**src/rtl/tci_map.vh**
```
// constants shared by the tone code input control design
`ifndef TCI_MAP_VH
`define TCI_MAP_VH

// ****************************************************************
// apb register map
// ****************************************************************
`define TCI_PADDR_W      8
`define TCI_REG_STATUS   8'h00
`define TCI_REG_CODE     8'h04

// status register fields
`define TCI_ST_CODE_LSB  0
`define TCI_ST_KIND_LSB  6
`define TCI_ST_OSC_BIT   8
`define TCI_ST_PAR_BIT   9
`define TCI_ST_BUSY_BIT  10
`define TCI_ST_SEL_BIT   11

// ****************************************************************
// code table
// ****************************************************************
`define TCI_CODE_RESET   6'h01
`define TCI_KIND_MUTE    2'h0
`define TCI_KIND_SINGLE  2'h1
`define TCI_KIND_DUAL    2'h2
`define TCI_KIND_STBY    2'h3
`define TCI_RATIO_W      13

// ****************************************************************
// serial slave
// ****************************************************************
`define TCI_SLAVE_HI6    6'h24

// ****************************************************************
// timebase
// ****************************************************************
`define TCI_CLK_HZ       28'h5F5_E100
`define TCI_OSC_HZ       28'h036_9E99

`endif

```
**src/rtl/tci_div_rom.v**
```verilog
// divider selection table, registered read
`timescale 1ns/100ps
`include "tci_map.vh"

module tci_div_rom (
  input  wire        clk,
  input  wire        rst_n,
  input  wire [5:0]  addr,
  output reg  [27:0] data_q
);

  // ****************************************************************
  // dtmf group ratios and keypad pairing
  // ****************************************************************
  function [12:0] lo_ratio;
    input [1:0] i;
    begin
      case (i)
        2'h0: lo_ratio = 13'h1409;
        2'h1: lo_ratio = 13'h1226;
        2'h2: lo_ratio = 13'h1071;
        default: lo_ratio = 13'h0ED3;
      endcase
    end
  endfunction

  function [12:0] hi_ratio;
    input [1:0] i;
    begin
      case (i)
        2'h0: hi_ratio = 13'h0B97;
        2'h1: hi_ratio = 13'h0A6C;
        2'h2: hi_ratio = 13'h096F;
        default: hi_ratio = 13'h0889;
      endcase
    end
  endfunction

  // {row, column} of each key code
  function [3:0] key_pair;
    input [3:0] k;
    begin
      case (k)
        4'h0: key_pair = 4'hD;
        4'h1: key_pair = 4'h0;
        4'h2: key_pair = 4'h1;
        4'h3: key_pair = 4'h2;
        4'h4: key_pair = 4'h4;
        4'h5: key_pair = 4'h5;
        4'h6: key_pair = 4'h6;
        4'h7: key_pair = 4'h8;
        4'h8: key_pair = 4'h9;
        4'h9: key_pair = 4'hA;
        4'hA: key_pair = 4'h3;
        4'hB: key_pair = 4'h7;
        4'hC: key_pair = 4'hB;
        4'hD: key_pair = 4'hF;
        4'hE: key_pair = 4'hC;
        default: key_pair = 4'hE;
      endcase
    end
  endfunction

  reg [1:0]  kind;
  reg [12:0] ra;
  reg [12:0] rb;
  reg [3:0]  kp;

  always @* begin
    kind = `TCI_KIND_SINGLE;
    ra   = 13'h0000;
    rb   = 13'h0000;
    kp   = key_pair(addr[3:0]);
    case (addr)
      6'h00, 6'h20: kind = `TCI_KIND_MUTE;
      6'h01, 6'h02, 6'h03,
      6'h21, 6'h22, 6'h23: kind = `TCI_KIND_STBY;
      6'h04: ra = 13'h0775;
      6'h05: ra = 13'h0719;
      6'h06: ra = 13'h05EE;
      6'h07: ra = 13'h05A9;
      6'h08, 6'h09, 6'h0A, 6'h0B: ra = lo_ratio(addr[1:0]);
      6'h0C, 6'h0D, 6'h0E, 6'h0F: ra = hi_ratio(addr[1:0]);
      6'h24: ra = 13'h0AC8;
      6'h25: ra = 13'h06A6;
      6'h26: ra = 13'h0BAE;
      6'h27: ra = 13'h0661;
      6'h28: ra = 13'h0E49;
      6'h29: ra = 13'h0BDC;
      6'h2A: ra = 13'h0D07;
      6'h2B: ra = 13'h0B0D;
      6'h2C: ra = 13'h0872;
      6'h2D: ra = 13'h078C;
      6'h2E: ra = 13'h06EB;
      6'h2F: ra = 13'h064A;
      6'h30: ra = 13'h1676;
      6'h31: ra = 13'h1534;
      6'h32: ra = 13'h1409;
      6'h33: ra = 13'h12DE;
      6'h34: ra = 13'h11E1;
      6'h35: ra = 13'h10CD;
      6'h36: ra = 13'h0FE7;
      6'h37: ra = 13'h0F01;
      6'h38: ra = 13'h0E32;
      6'h39: ra = 13'h0D63;
      6'h3A: ra = 13'h0C94;
      6'h3B: ra = 13'h0B3B;
      6'h3C: ra = 13'h0A9A;
      6'h3D: ra = 13'h09F9;
      6'h3E: ra = 13'h08E5;
      6'h3F: ra = 13'h07E8;
      default: begin
        kind = `TCI_KIND_DUAL;
        ra   = lo_ratio(kp[3:2]);
        rb   = hi_ratio(kp[1:0]);
      end
    endcase
  end

  always @(posedge clk) begin
    if (!rst_n) begin
      data_q <= {`TCI_KIND_STBY, 26'h000_0000};
    end else begin
      data_q <= {kind, ra, rb};
    end
  end

endmodule // tci_div_rom

```
**src/rtl/tci_freq_div.v**
```verilog
// frequency divider: square wave of one period per ratio timebase ticks
`timescale 1ns/100ps

module tci_freq_div #(
  parameter W = 13
) (
  input  wire         clk,
  input  wire         rst_n,
  input  wire         tick,
  input  wire [W-1:0] ratio,
  output reg          sq_q
);

  reg [W-1:0] cnt_q;
  reg [W-1:0] ratio_q;

  // restart the period whenever a new ratio arrives
  always @(posedge clk) begin
    if (!rst_n) begin
      cnt_q   <= {W{1'b0}};
      ratio_q <= {W{1'b0}};
      sq_q    <= 1'b0;
    end else begin
      ratio_q <= ratio;
      if (ratio == {W{1'b0}} || ratio != ratio_q) begin
        cnt_q <= {W{1'b0}};
        sq_q  <= 1'b0;
      end else if (tick) begin
        if (cnt_q >= ratio - {{(W-1){1'b0}}, 1'b1}) begin
          cnt_q <= {W{1'b0}};
        end else begin
          cnt_q <= cnt_q + {{(W-1){1'b0}}, 1'b1};
        end
        sq_q <= (cnt_q < (ratio >> 1));
      end
    end
  end

endmodule // tci_freq_div

```
**src/rtl/tci_tone_ctrl.v**
```verilog
// tone code input control: parallel and serial code entry, decode, dividers
//
// Function
// - mode pin high takes parallel codes; low or open takes serial codes.
// - upper two code bits choose single, dual, modem or musical application.
// - lower four bits pick the tone; with application bits also standby.
// - parallel code captured on strobe falling edge, then tone presented.
// - selection held until next strobe falling edge brings new code; an APB write to the code register here also replaces it.
// - lowest two pins are serial lines only in serial mode; strobe parallel only.
// - 7-bit slave address: six fixed bits, lsb from address-select pin.
// - device is write-only slave receiver; master sends read/write bit low.
// - serial code bytes use the same code table as parallel codes.
// - reset forces standby with oscillator stopped.
// - codes x0000 no tone oscillator on; x0001..x0011 standby oscillator off.
// - codes 08..0B low group, 0C..0F high group single tones.
// - codes 10..1F give the sixteen keypad tone pairs.
// - codes 24..29 give V.23, Bell 202 and V.21 modem tones.
// - table loads both dividers for pairs, one divider for single tones.
// - each divider divides the timebase into a square wave at the tone.
// - ratios give tabulated frequencies from a 3.579545 MHz timebase.
// - upper code inputs and strobe read low when left open.
// - data fall with clock high is start; data rise with clock high is stop.
// - device pulls data low during acknowledge clock after each byte.
// - codes 30..3F plus reused lower codes give two octaves of semitones.
//
// Chosen here: the APB register port and the register addresses.
`timescale 1ns/100ps
`include "tci_map.vh"

module tci_tone_ctrl (
  input  wire                    clk,
  input  wire                    rst_n,
  input  wire                    mode_sel_pin,
  input  wire                    code_bit_0_or_serial_clock,
  input  wire                    code_bit_1_or_serial_data,
  input  wire                    code_bit_2,
  input  wire                    code_bit_3,
  input  wire                    app_select_lo,
  input  wire                    app_select_hi,
  input  wire                    strobe,
  input  wire                    address_select_pin,
  output reg                     serial_data_out,
  output reg                     serial_data_oe,
  output reg                     xtal_out,
  output reg                     osc_running,
  output reg                     tone_enable,
  output reg                     tone_low_sq,
  output reg                     tone_high_sq,
  input  wire                    psel,
  input  wire                    penable,
  input  wire                    pwrite,
  input  wire [`TCI_PADDR_W-1:0] paddr,
  input  wire [31:0]             pwdata,
  output reg  [31:0]             prdata,
  output reg                     pready,
  output reg                     pslverr
);

  // ****************************************************************
  // states of the serial slave
  // ****************************************************************
  localparam S_IDLE = 3'd0;
  localparam S_ADDR = 3'd1;
  localparam S_ACK  = 3'd2;
  localparam S_DATA = 3'd3;
  localparam S_IGN  = 3'd4;

  // ****************************************************************
  // pin synchronisers
  // ****************************************************************
  // bit order: {a0, mode, strobe, hi, lo, d3, d2, d1, d0}
  reg  [8:0] pin_s1_q;
  reg  [8:0] pin_s2_q;
  reg        strobe_prev_q;
  reg        scl_prev_q;
  reg        sda_prev_q;

  always @(posedge clk) begin
    if (!rst_n) begin
      // strobe and upper pins idle low, serial lines idle high: no false edge
      pin_s1_q      <= 9'h003;
      pin_s2_q      <= 9'h003;
      strobe_prev_q <= 1'b0;
      scl_prev_q    <= 1'b1;
      sda_prev_q    <= 1'b1;
    end else begin
      pin_s1_q      <= {address_select_pin, mode_sel_pin, strobe,
                        app_select_hi, app_select_lo, code_bit_3,
                        code_bit_2, code_bit_1_or_serial_data,
                        code_bit_0_or_serial_clock};
      pin_s2_q      <= pin_s1_q;
      strobe_prev_q <= pin_s2_q[6];
      scl_prev_q    <= pin_s2_q[0];
      sda_prev_q    <= pin_s2_q[1];
    end
  end

  wire       par_mode = pin_s2_q[7];
  wire       addr_lsb = pin_s2_q[8];
  wire [5:0] par_code = pin_s2_q[5:0];
  wire       scl      = pin_s2_q[0];
  wire       sda      = pin_s2_q[1];

  // strobe falling edge loads a parallel code only in parallel mode
  wire par_load = par_mode & strobe_prev_q & ~pin_s2_q[6];

  // ****************************************************************
  // serial slave receiver
  // ****************************************************************
  wire scl_rise = ~par_mode & scl & ~scl_prev_q;
  wire scl_fall = ~par_mode & ~scl & scl_prev_q;
  wire bus_start = ~par_mode & scl & scl_prev_q & sda_prev_q & ~sda;
  wire bus_stop  = ~par_mode & scl & scl_prev_q & ~sda_prev_q & sda;

  reg  [2:0] ser_st_q;
  reg  [7:0] shift_q;
  reg  [3:0] bit_cnt_q;
  reg        addressed_q;

  wire       byte_done = scl_fall & (bit_cnt_q == 4'd8);
  wire [6:0] own_addr  = {`TCI_SLAVE_HI6, addr_lsb};
  wire       ser_load  = (ser_st_q == S_DATA) & byte_done;

  always @(posedge clk) begin
    if (!rst_n) begin
      ser_st_q       <= S_IDLE;
      shift_q        <= 8'h00;
      bit_cnt_q      <= 4'd0;
      addressed_q    <= 1'b0;
      serial_data_oe <= 1'b0;
    end else if (par_mode) begin
      ser_st_q       <= S_IDLE;
      bit_cnt_q      <= 4'd0;
      addressed_q    <= 1'b0;
      serial_data_oe <= 1'b0;
    end else if (bus_start) begin
      ser_st_q       <= S_ADDR;
      bit_cnt_q      <= 4'd0;
      addressed_q    <= 1'b0;
      serial_data_oe <= 1'b0;
    end else if (bus_stop) begin
      ser_st_q       <= S_IDLE;
      addressed_q    <= 1'b0;
      serial_data_oe <= 1'b0;
    end else begin
      case (ser_st_q)
        S_ADDR, S_DATA: begin
          if (scl_rise && bit_cnt_q != 4'd8) begin
            shift_q   <= {shift_q[6:0], sda};
            bit_cnt_q <= bit_cnt_q + 4'd1;
          end else if (byte_done) begin
            if (ser_st_q == S_DATA) begin
              serial_data_oe <= 1'b1;
              ser_st_q       <= S_ACK;
            end else if (shift_q[7:1] == own_addr && !shift_q[0]) begin
              addressed_q    <= 1'b1;
              serial_data_oe <= 1'b1;
              ser_st_q       <= S_ACK;
            end else begin
              ser_st_q <= S_IGN;
            end
          end
        end
        S_ACK: begin
          if (scl_fall) begin
            serial_data_oe <= 1'b0;
            bit_cnt_q      <= 4'd0;
            ser_st_q       <= S_DATA;
          end
        end
        S_IGN: begin
          serial_data_oe <= 1'b0;
        end
        default: begin
          serial_data_oe <= 1'b0;
        end
      endcase
    end
  end

  // the device only ever pulls the data line low
  always @(posedge clk) begin
    serial_data_out <= 1'b0;
  end

  // ****************************************************************
  // apb slave
  // ****************************************************************
  function reg_hit;
    input [`TCI_PADDR_W-1:0] a;
    begin
      reg_hit = (a == `TCI_REG_STATUS) || (a == `TCI_REG_CODE);
    end
  endfunction

  reg  [5:0]  code_q;
  wire [27:0] rom_q;
  wire [1:0]  kind = rom_q[27:26];

  wire apb_acc  = psel & penable & ~pready;
  wire apb_done = psel & penable & pready;
  wire wr_code  = apb_done & pwrite & (paddr == `TCI_REG_CODE);

  reg [31:0] rd_val;

  always @* begin
    rd_val = 32'h0000_0000;
    if (paddr == `TCI_REG_STATUS) begin
      rd_val[`TCI_ST_CODE_LSB +: 6] = code_q;
      rd_val[`TCI_ST_KIND_LSB +: 2] = kind;
      rd_val[`TCI_ST_OSC_BIT]       = osc_running;
      rd_val[`TCI_ST_PAR_BIT]       = par_mode;
      rd_val[`TCI_ST_BUSY_BIT]      = (ser_st_q != S_IDLE);
      rd_val[`TCI_ST_SEL_BIT]       = addressed_q;
    end else if (paddr == `TCI_REG_CODE) begin
      rd_val[5:0] = code_q;
    end
  end

  always @(posedge clk) begin
    if (!rst_n) begin
      pready  <= 1'b0;
      prdata  <= 32'h0000_0000;
      pslverr <= 1'b0;
    end else begin
      pready <= apb_acc;
      if (apb_acc) begin
        prdata  <= pwrite ? 32'h0000_0000 : rd_val;
        pslverr <= ~reg_hit(paddr);
      end else begin
        pslverr <= 1'b0;
      end
    end
  end

  // ****************************************************************
  // code register
  // ****************************************************************
  always @(posedge clk) begin
    if (!rst_n) begin
      code_q <= `TCI_CODE_RESET;
    end else if (wr_code) begin
      code_q <= pwdata[5:0];
    end else if (ser_load) begin
      code_q <= shift_q[5:0];
    end else if (par_load) begin
      code_q <= par_code;
    end
  end

  // ****************************************************************
  // decode table
  // ****************************************************************
  tci_div_rom u_rom (
    .clk    (clk),
    .rst_n  (rst_n),
    .addr   (code_q),
    .data_q (rom_q)
  );

  wire osc_on = (kind != `TCI_KIND_STBY);
  wire tone_on = (kind == `TCI_KIND_SINGLE) || (kind == `TCI_KIND_DUAL);

  // ****************************************************************
  // oscillator timebase
  // ****************************************************************
  reg  [27:0] acc_q;
  reg         tick_q;
  wire [27:0] acc_sum = acc_q + `TCI_OSC_HZ;

  always @(posedge clk) begin
    if (!rst_n) begin
      acc_q    <= 28'h000_0000;
      tick_q   <= 1'b0;
      xtal_out <= 1'b0;
    end else if (!osc_on) begin
      acc_q    <= 28'h000_0000;
      tick_q   <= 1'b0;
      xtal_out <= 1'b0;
    end else if (acc_sum >= `TCI_CLK_HZ) begin
      acc_q    <= acc_sum - `TCI_CLK_HZ;
      tick_q   <= 1'b1;
      xtal_out <= ~xtal_out;
    end else begin
      acc_q  <= acc_sum;
      tick_q <= 1'b0;
    end
  end

  // ****************************************************************
  // frequency dividers
  // ****************************************************************
  wire [12:0] ratio_a = tone_on ? rom_q[25:13] : 13'h0000;
  wire [12:0] ratio_b = (kind == `TCI_KIND_DUAL) ? rom_q[12:0] : 13'h0000;
  wire        sq_a;
  wire        sq_b;

  tci_freq_div #(.W(`TCI_RATIO_W)) u_div_a (
    .clk   (clk),
    .rst_n (rst_n),
    .tick  (tick_q),
    .ratio (ratio_a),
    .sq_q  (sq_a)
  );

  tci_freq_div #(.W(`TCI_RATIO_W)) u_div_b (
    .clk   (clk),
    .rst_n (rst_n),
    .tick  (tick_q),
    .ratio (ratio_b),
    .sq_q  (sq_b)
  );

  // ****************************************************************
  // output stage
  // ****************************************************************
  always @(posedge clk) begin
    if (!rst_n) begin
      osc_running  <= 1'b0;
      tone_enable  <= 1'b0;
      tone_low_sq  <= 1'b0;
      tone_high_sq <= 1'b0;
    end else begin
      osc_running  <= osc_on;
      tone_enable  <= tone_on;
      tone_low_sq  <= sq_a;
      tone_high_sq <= sq_b;
    end
  end

endmodule // tci_tone_ctrl

```
**config.mk**
```make
export PLATFORM = sky130hd
export DESIGN_NAME = tci_tone_ctrl
export DESIGN_NICKNAME = d
export VERILOG_FILES = /design/src/rtl/tci_div_rom.v /design/src/rtl/tci_freq_div.v /design/src/rtl/tci_tone_ctrl.v
export VERILOG_INCLUDE_DIRS = /design/src /design/src/rtl
export SDC_FILE = /design/constraint.sdc
export NUM_CORES = 1
export LEC_CHECK = 0
export ABC_AREA = 1
export BUFFER_PORTS_ARGS = -buffer_cell sky130_fd_sc_hd__clkbuf_2
export CAP_MARGIN = 10
export CORE_MARGIN = 3
export CORE_UTILIZATION = 30
export DETAILED_ROUTE_END_ITERATION = 10
export GPL_ROUTABILITY_DRIVEN = 0
export SLEW_MARGIN = 20
export SYNTH_ARGS = -nofsm -noshare
export SYNTH_HDL_FRONTEND = slang
export SYNTH_SLANG_ARGS = --single-unit
export TNS_END_PERCENT = 30
```
**constraint.sdc**
```tcl
create_clock -name clk -period 4 [get_ports clk]
set_input_delay 0.2 -clock clk [delete_from_list [all_inputs] [get_ports clk]]
set_output_delay 0.2 -clock clk [all_outputs]
set_load 0.005 [all_outputs]
```
==> reports/metrics.yaml, run 1 <==
logic_synthesis:
  syn_inst: 1675
  ys_seq_area_share_pct: 30.7
  ys_types: 59
  async_flop_share_pct: 0
  yosysWarnings: 0
  synth_edf_count: 0
  netlist_area_sq_um: 11100
  synth_ff_type: "dfxtp_1"
  syn_avg_cell_area_sq_um: 6.61
  ys_ff_latch: 170
drt:
  vias: 10600
  met2_wirelength_mm: 12.7
  drt_iter0_drc: 790
  postRouteWirelength_mm: 28.3
  top_layer_used: "met4"
  antenna_left: 0
  drt_pass1_iterations: 6
  drc: 0
  met1_length_mm: 13.1
  viasPerCell: 4.82
  wl_per_cell_um: 12.8
  dr_wl_met3_mm: 1.67
global_route:
  grt_use_total_pct: 14.6
  grt_max_degree: 38
  overflow: 0
  antenna_found_initial: 0
  grt_first_pass_wirelength_mm: 47.8
  first_global_vias: 9946
power:
  p_leak_nw: 5.91
  peakVddDrop_v: 0.000292
  p_per_area_nw_per_um2: 282
clock_tree:
  path_clk_slew_ps: 70
  h-tree-depth: 4
  post_cts_buffers: 0
  clk_latency_ps: 440
  tritoncts: "done"
  root_buffer: "clkbuf_16"
  numCtsBuffers: 17
  cts.sinks: 170
  max-clock-path-buffers: 2
layout:
  layout.nets: 1857
  stdcell_area_sq_um: 12400
  final_cells: 2203
  final_common_cell: "nand2_1"
  drive_above_1_share_pct: 9.18
  insertedDiodeCount: 0
  final_cell_mix: "379 x nand2_1, 254 x nor2_1, 205 x inv_1"
  synthToLayoutAreaGrowth_pct: 12.0
sta:
  hold_viol: 0
  setup_viol_count_final: 0
  period_share_pct: 86.7
  relSlewSlack_pct: 44.2
  setup_tns_ps: 0
  min_period_ps: 3470
  fmax_mhz: 288
  slew_violations: 0
  tightest_slew_ps: 826
  finClkSkew_ps: 8.34
  rsz0062_at_grt: "no"
floorplanning:
  dieHeight_um: 198
  ios: 95
  initial_core_util_pct: 30.8
  chipWidth_um: 198
  coreArea_sq_um: 36000
  fp.dieArea_sq_um: 39300
  fp-row-count: 69
placement:
  dp_hpwl_mm: 22.1
  dpl_cell_area_sq_um: 11700
  portBuffers: 47
  dp_cells: 2162
critical_path:
  arrival_ps: 3800
  cp-start-kind: "flop"
  criticalPathCategory: "flop to flop"
  critPathRequiredTime_ps: 4330
  endpoint_kind: "flop"
  reg2reg_depth: 18
  crit_path_max_fanout: 12
worst_hold_path:
  min_path_type: "primary input to flop"
  hold_path_depth: 3
flow_run:
  drv_cap: 0
run_status:
  outcome: "finished clean"
## what timing repair did
action,in CTS,in global routing
resized for setup,0,1
hold buffers,9,0
endpoints found under the setup margin,0,10
endpoints found under the hold margin,9,0
## final timing paths
path	from	endpoint	slack, ps
max	u_rom.data_q[26]	u_div_a.cnt_q[12]	530
min	rst_n	tone_low_sq	80
max reg2reg	u_rom.data_q[26]	u_div_a.cnt_q[12]	530
min reg2reg	pin_s1_q[5]	pin_s2_q[5]	410
## kinds of logic (layout without fill, tap and decap cells)
logic type                 count (synthesis)  count (layout)  share of synthesized area, %
AOI/OAI and AO/OA                        190             190                          9.91
xor gates and xnor gates                  59              59                          4.66
adders and majority gates                 74              74                          8.36
buffers and inverters                    275             322                          10.3
DFF                                      170             170                          30.7
other                                      1              21                        0.0339
and+or+nand+nor                          906             906                          36.1
## layout make-up
type,count,area [sq um]
Clock buffer,17,425
Clock inverter,15,155
Fill cell,3842,23600
Inverter,229,861
Multi-Input combinational cell,1250,6620
Sequential cell,170,3400
Tap cell,461,577
Timing Repair Buffer,61,363
## metal layers
layer,up-vias,track usage (%)
li1,5480,-
met1,4720,19.1
met2,345,24.3
met3,65,2.77
met4,0,5.01
met5,-,0
## state kept, by name (all words and copies together) (netlist names), 12 cells and up
register	cells
acc_q	28
u_rom.data_q	24
u_div_a.cnt_q	13
u_div_a.ratio_q	13
u_div_b.cnt_q	13
prdata	12
## report_power, final
part	internal (mW)	leakage (nW)	total, mW	switching (mW)
registers	1.71	1.37	1.72	0.00856
logic	0.0443	4.25	0.123	0.0786
clock network	0.885	0.284	1.66	0.779
## worst max-delay path, stage by stage, from the launching register on
cell      delay [ps]
dfxtp_1          350
inv_1             50
ha_1             330
inv_1             90
nand2_1          200
inv_1             60
nor3_1           260
nand3_1          200
nor4_1           300
nand2_1          150
nor3_1           210
xor2_1           120
ha_1             290
nand2_1           60
inv_1             70
nand4_1           70
o211ai_1         190
a21o_2           290
nor2_1            70
## cell usage after synthesis (5+ instances only)
| library cell | instances | area (sq um) |
|---|---|---|
| buf_4 | 21 | 158 |
| o21ai_0 | 35 | 175 |
| xor2_1 | 39 | 342 |
| nand4_1 | 29 | 181 |
| nor2_2 | 11 | 68.8 |
| nand3_1 | 124 | 621 |
| clkbuf_1 | 15 | 56.3 |
| xnor2_1 | 20 | 175 |
| nor2_1 | 254 | 953 |
| nand2_2 | 19 | 119 |
| inv_1 | 205 | 769 |
| a31oi_1 | 6 | 37.5 |
| inv_2 | 21 | 78.8 |
| nor2_4 | 6 | 67.6 |
| o21ai_1 | 5 | 25.0 |
| dfxtp_1 | 170 | 3400 |
| o211ai_1 | 11 | 82.6 |
| nand2_1 | 379 | 1420 |
| or2_2 | 5 | 31.3 |
| nor4_1 | 18 | 113 |
| a21oi_1 | 98 | 490 |
| buf_2 | 7 | 35.0 |
| a211oi_1 | 6 | 45.0 |
| nand3b_1 | 10 | 75.1 |
| nor3_1 | 33 | 165 |
| ha_1 | 74 | 926 |
## stage by stage
step                setup WS (ps)  total power [mW]  utilization (%)  hold slack [ps]
global placement              478              1.87             32.6              386
detailed placement            451              1.87             32.6              388
global route                 91.2              3.64             34.5             86.4
floorplan                     836              1.85                -              298
finish                        532              3.50             34.5             76.7
CTS                           428              3.56             34.4             64.1
Note: power is estimated with default switching activity, not from simulation.
==> run 2, diff against run 1 <==
Settings changed: REMOVE_ABC_BUFFERS from default to 1.
==> run 2 against run 1 <==
  * Die area is the same
  * Setup slack gained 8.6 ps
  * Routed wire length grew 0.42%
  * Utilization grew 0.11 points
  * Critical endpoint unchanged
  * Sequential power is essentially flat
  * Via count is essentially flat
  * Cell count is essentially flat
  * Critical path depth is the same
  * Highest routed layer unchanged
==> reports/metrics.yaml, run 2 (synthesis results as in run 1) <==
clock_tree:
  tritoncts: "done"
  numCtsBuffers: 17
  path_clk_slew_ps: 70
  h-tree-depth: 4
  clk_latency_ps: 430
  root_buffer: "clkbuf_16"
  max-clock-path-buffers: 2
  post_cts_buffers: 0
  cts.sinks: 170
global_route:
  overflow: 0
  first_global_vias: 10200
  grt_max_degree: 35
  grt_first_pass_wirelength_mm: 48.1
  grt_use_total_pct: 14.7
  antenna_found_initial: 0
drt:
  drt_pass1_iterations: 5
  drt_iter0_drc: 887
  viasPerCell: 4.83
  drc: 0
  antenna_left: 0
  wl_per_cell_um: 12.9
  postRouteWirelength_mm: 28.4
  vias: 10600
layout:
  synthToLayoutAreaGrowth_pct: 12.3
  final_cells: 2201
  layout.nets: 1855
  largest_registers: "acc_q (28), u_rom.data_q (24)"
  stdcell_area_sq_um: 12400
  largest_register_ff_count: 28
  largest_register: "acc_q"
  fin_util_pct: 34.6
  final_common_cell: "nand2_1"
  final_cell_mix: "379 x nand2_1, 254 x nor2_1, 205 x inv_1"
  insertedDiodeCount: 0
  drive_above_1_share_pct: 9.14
run_status:
  outcome: "finished clean"
critical_path:
  arrival_ps: 3770
  cp-start-kind: "flop"
  crit_path_max_fanout: 12
  reg2reg_depth: 18
  critPathRequiredTime_ps: 4310
  criticalPathCategory: "flop to flop"
  endpoint_kind: "flop"
worst_hold_path:
  min_path_type: "primary input to flop"
  hold_path_depth: 5
sta:
  min_period_ps: 3460
  setup_tns_ps: 0
  hold_viol: 0
  worst_slack_ps: 540
  slew_violations: 0
  period_share_pct: 86.5
  relSlewSlack_pct: 30.2
  fin_hold_ws_ps: 186
  setup_viol_count_final: 0
  fmax_mhz: 289
  rsz0062_at_grt: "no"
  tightest_slew_ps: 1040
  finClkSkew_ps: 13.0
placement:
  dp_hpwl_mm: 22.1
  dpl_cell_area_sq_um: 11700
  dp_cells: 2160
  portBuffers: 47
  post-place-ws_ps: 242
floorplanning:
  fp-row-count: 69
  initial_core_util_pct: 30.8
  fp.dieArea_sq_um: 39300
  dieHeight_um: 198
  ios: 95
  coreArea_sq_um: 36000
  chipWidth_um: 198
flow_run:
  drv_cap: 0
power:
  peakVddDrop_v: 0.000250
  p_leak_nw: 5.92
  p_per_area_nw_per_um2: 290
  finalPower_mw: 3.61
[run 2: cell count changes in the layout (fill, tap and decap cells not counted)]
cell / before / now
buf_4: 5 / 3
bufinv_16: 1 / 3
clkbuf_8: 0 / 2
clkinv_2: 3 / 1
clkinv_4: 1 / 2
ha_1: 74 / 73
ha_2: 0 / 1
inv_8: 5 / 2
nor3_1: 32 / 33
nor3_2: 3 / 2
nor4_1: 18 / 17
nor4_2: 1 / 2
[run 2: final cells by class]
cell class              count  area, sq um
multi-input cells        1250         6620
fillers                  3777        23600
repair buffers             59          348
inverters                 229          861
clock inverters            13          180
clock buffers              19          453
flip-flops and latches    170         3400
well taps                 461          577
[run 2: timing repair]
action / CTS / global route
setup endpoints to repair: 0 / 12
hold buffers: 9 / 0
endpoints found under the hold margin: 9 / 0
gates resized for setup: 0 / 3
[run 2: where the power goes]
group	internal (mW)	switching, mW	leakage [nW]	total (mW)
combinational	0.0442	0.0804	4.24	0.125
sequential	1.71	0.00858	1.37	1.72
clock	1.04	0.737	0.305	1.77
[run 2: per-layer routing]
metal	wire (um)	vias to the layer above	GRT usage, %
met5	0	-	0
met4	733	0	5.24
met3	1520	62	2.81
met2	12500	304	23.8
met1	13600	4778	19.5
li1	-	5476	-
[run 2: final timing paths]
check	from	to	slack, ps
worst max-delay path	u_rom.data_q[26]	u_div_a.cnt_q[12]	540
worst min-delay path	pwdata[4]	code_q[4]	190
worst max register to register	u_rom.data_q[26]	u_div_a.cnt_q[12]	540
worst min register to register	pin_s1_q[3]	pin_s2_q[3]	410
[run 2: worst max-delay path, cell delays in order (launching register included)]
cell and delay [ps]:
dfxtp_1 350, inv_1 50, ha_2 430, inv_1 110
nand2_1 180, inv_1 60, nor3_1 260, nand3_1 210
nor4_2 240, nand2_1 130, nor3_1 210, xor2_1 110
ha_1 280, nand2_1 50, inv_1 60, nand4_1 70
o211ai_1 190, a21o_2 290, nor2_1 60
==> run 3, diff against run 2 <==
Settings changed: RECOVER_POWER from default to 50.
==> run 3 against run 2 <==
  * The flow now finishes with violations (max-capacitance violations, max-slew violations)
  * Via count grew 0.10%
  * Largest power group unchanged
  * Utilization shrank 0.094 points
  * Cell area shrank 0.27%
  * Non-clock buffer count is the same
  * Maximum frequency is essentially flat
  * First-iteration DRC count grew 2.9%
  * Register-to-register slack is essentially flat
==> reports/metrics.yaml, run 3 (synthesis results as in run 1) <==
run_status:
  outcome: "finished, violations left"
  violations: "max-capacitance violations, max-slew violations"
flow_run:
  drv_cap: 1
worst_hold_path:
  whs_endpoint: "code_q[4]"
  min_path_type: "primary input to flop"
  hold_path_depth: 5
  min-delay-start: "pwdata[4]"
layout:
  nFillCells: 3782
  largest_register_ff_count: 28
  insertedDiodeCount: 0
  fin_util_pct: 34.5
  largest_register: "acc_q"
  stdcell_area_sq_um: 12400
  final_cell_mix: "379 x nand2_1, 254 x nor2_1, 206 x inv_1"
  drive_above_1_share_pct: 7.87
  final_cells: 2201
  final_common_cell: "nand2_1"
  layout.nets: 1855
  synthToLayoutAreaGrowth_pct: 12.0
  largest_registers: "acc_q (28), u_rom.data_q (24)"
drt:
  drt_iter0_drc: 913
  vias: 10600
  top_layer_used: "met4"
  drc: 0
  met1_length_mm: 13.7
  dr_wl_met3_mm: 1.58
  drt_pass1_iterations: 6
  antenna_left: 0
  viasPerCell: 4.83
  postRouteWirelength_mm: 28.4
  met2_wirelength_mm: 12.4
  wl_per_cell_um: 12.9
floorplanning:
  fp.dieArea_sq_um: 39300
  fp-row-count: 69
  dieHeight_um: 198
  ios: 95
  chipWidth_um: 198
  initial_core_util_pct: 30.8
  coreArea_sq_um: 36000
placement:
  dpl_cell_area_sq_um: 11700
  portBuffers: 47
  dp_cells: 2160
  dp_hpwl_mm: 22.1
  post-place-ws_ps: 242
sta:
  fin_hold_ws_ps: 186
  fmax_mhz: 289
  slew_violations: 35
  hold_viol: 0
  finClkSkew_ps: 13.8
  setup_tns_ps: 0
  rsz0062_at_grt: "no"
  period_share_pct: 86.6
  tightest_slew_ps: 1750
  setup_viol_count_final: 0
  min_period_ps: 3460
  worst_slack_ps: 538
  relSlewSlack_pct: -17.0
power:
  finalPower_mw: 3.61
  switching_share_pct: 22.9
  p_int_mw: 2.79
  pwr-share-comb_pct: 3.4
  clockPowerShare_pct: 49.1
  peakVddDrop_v: 0.000250
  p_leak_nw: 5.84
  p_per_area_nw_per_um2: 291
  sequentialPowerShare_pct: 47.5
  switchingPower_uw: 827
clock_tree:
  path_clk_slew_ps: 70
  post_cts_buffers: 0
  tritoncts: "done"
  root_buffer: "clkbuf_16"
  numCtsBuffers: 17
  cts.sinks: 170
  clk_latency_ps: 430
  max-clock-path-buffers: 2
  h-tree-depth: 4
critical_path:
  crit_path_max_fanout: 12
  ff2ff_setup_slack_ps: 540
  crit_buf_inv: 4
  crit_chain: "inv_1, ha_2, inv_1, nand2_1, inv_1, nor3_1, nand3_1, nor4_2, nand2_1, nor3_1, xor2_1, ha_1, nand2_1, inv_1, nand4_1, o211ai_1, a21o_2, nor2_1"
  r2r-end: "u_div_a.cnt_q[12]"
  criticalPathCategory: "flop to flop"
  reg2reg_depth: 18
  endpoint_kind: "flop"
  crit_slowest_cell: "ha_2"
  critPathRequiredTime_ps: 4310
  cpMostUsedCell: "inv_1"
  arrival_ps: 3770
  cpLargestDelayFamily: "simple AND/OR/NAND/NOR gates"
  setup.worst_path.start: "u_rom.data_q[26]"
  r2r-start: "u_rom.data_q[26]"
  cp-start-kind: "flop"
  slowest_delay_ps: 430
global_route:
  grt_first_pass_wirelength_mm: 48.1
  grt_max_degree: 35
  antenna_found_initial: 0
  overflow: 0
  grt_use_total_pct: 14.7
  first_global_vias: 10200
run 3: final cells by class:
class,count,area (sq um),area share (%)
Clock inverter,13,180,1.45
Multi-Input combinational cell,1250,6620,53.4
Clock buffer,19,453,3.65
Timing Repair Buffer,59,314,2.53
Tap cell,461,577,4.65
Sequential cell,170,3400,27.4
Inverter,229,861,6.94
run 3: what timing repair did:
action                                  4_1_cts  5_1_grt
endpoints found under the setup margin        0       12
gates resized for setup                       0        3
endpoints found under the hold margin         9        0
hold buffers                                  9        0
run 3: how the worst max path moves through the flow:
stage | endpoint | slack (ps) | cells after the start
2_1_floorplan | u_div_a.cnt_q[0] | 830 | 18
3_5_place_dp | u_div_a.cnt_q[6] | 240 | 18
5_1_grt | u_div_a.cnt_q[3] | 90 | 18
3_3_place_gp | u_div_a.cnt_q[5] | 310 | 18
6_report | u_div_a.cnt_q[12] | 540 | 18
4_1_cts | u_div_a.cnt_q[12] | 200 | 18
run 3: layer usage:
layer  vias up  track usage [%]
li1       5480                -
met1      4775             19.5
met2       314             23.8
met3        62             2.81
met4         0             5.24
met5         -                0
run 3: power groups by stage:
stage,logic (mW),registers [mW],clock network [mW]
4_1_cts,0.124,1.72,1.81
6_report,0.124,1.72,1.77
3_3_place_gp,0.115,1.75,0
3_5_place_dp,0.117,1.75,0
2_1_floorplan,0.0739,1.75,0
5_1_grt,0.143,1.72,1.88
run 3: tightest hold or removal path: cells and delay by family:
kind | cells | cell delay (ps)
simple gates | 2 | 110
buf+inv | 1 | 80
compound gates | 2 | 180
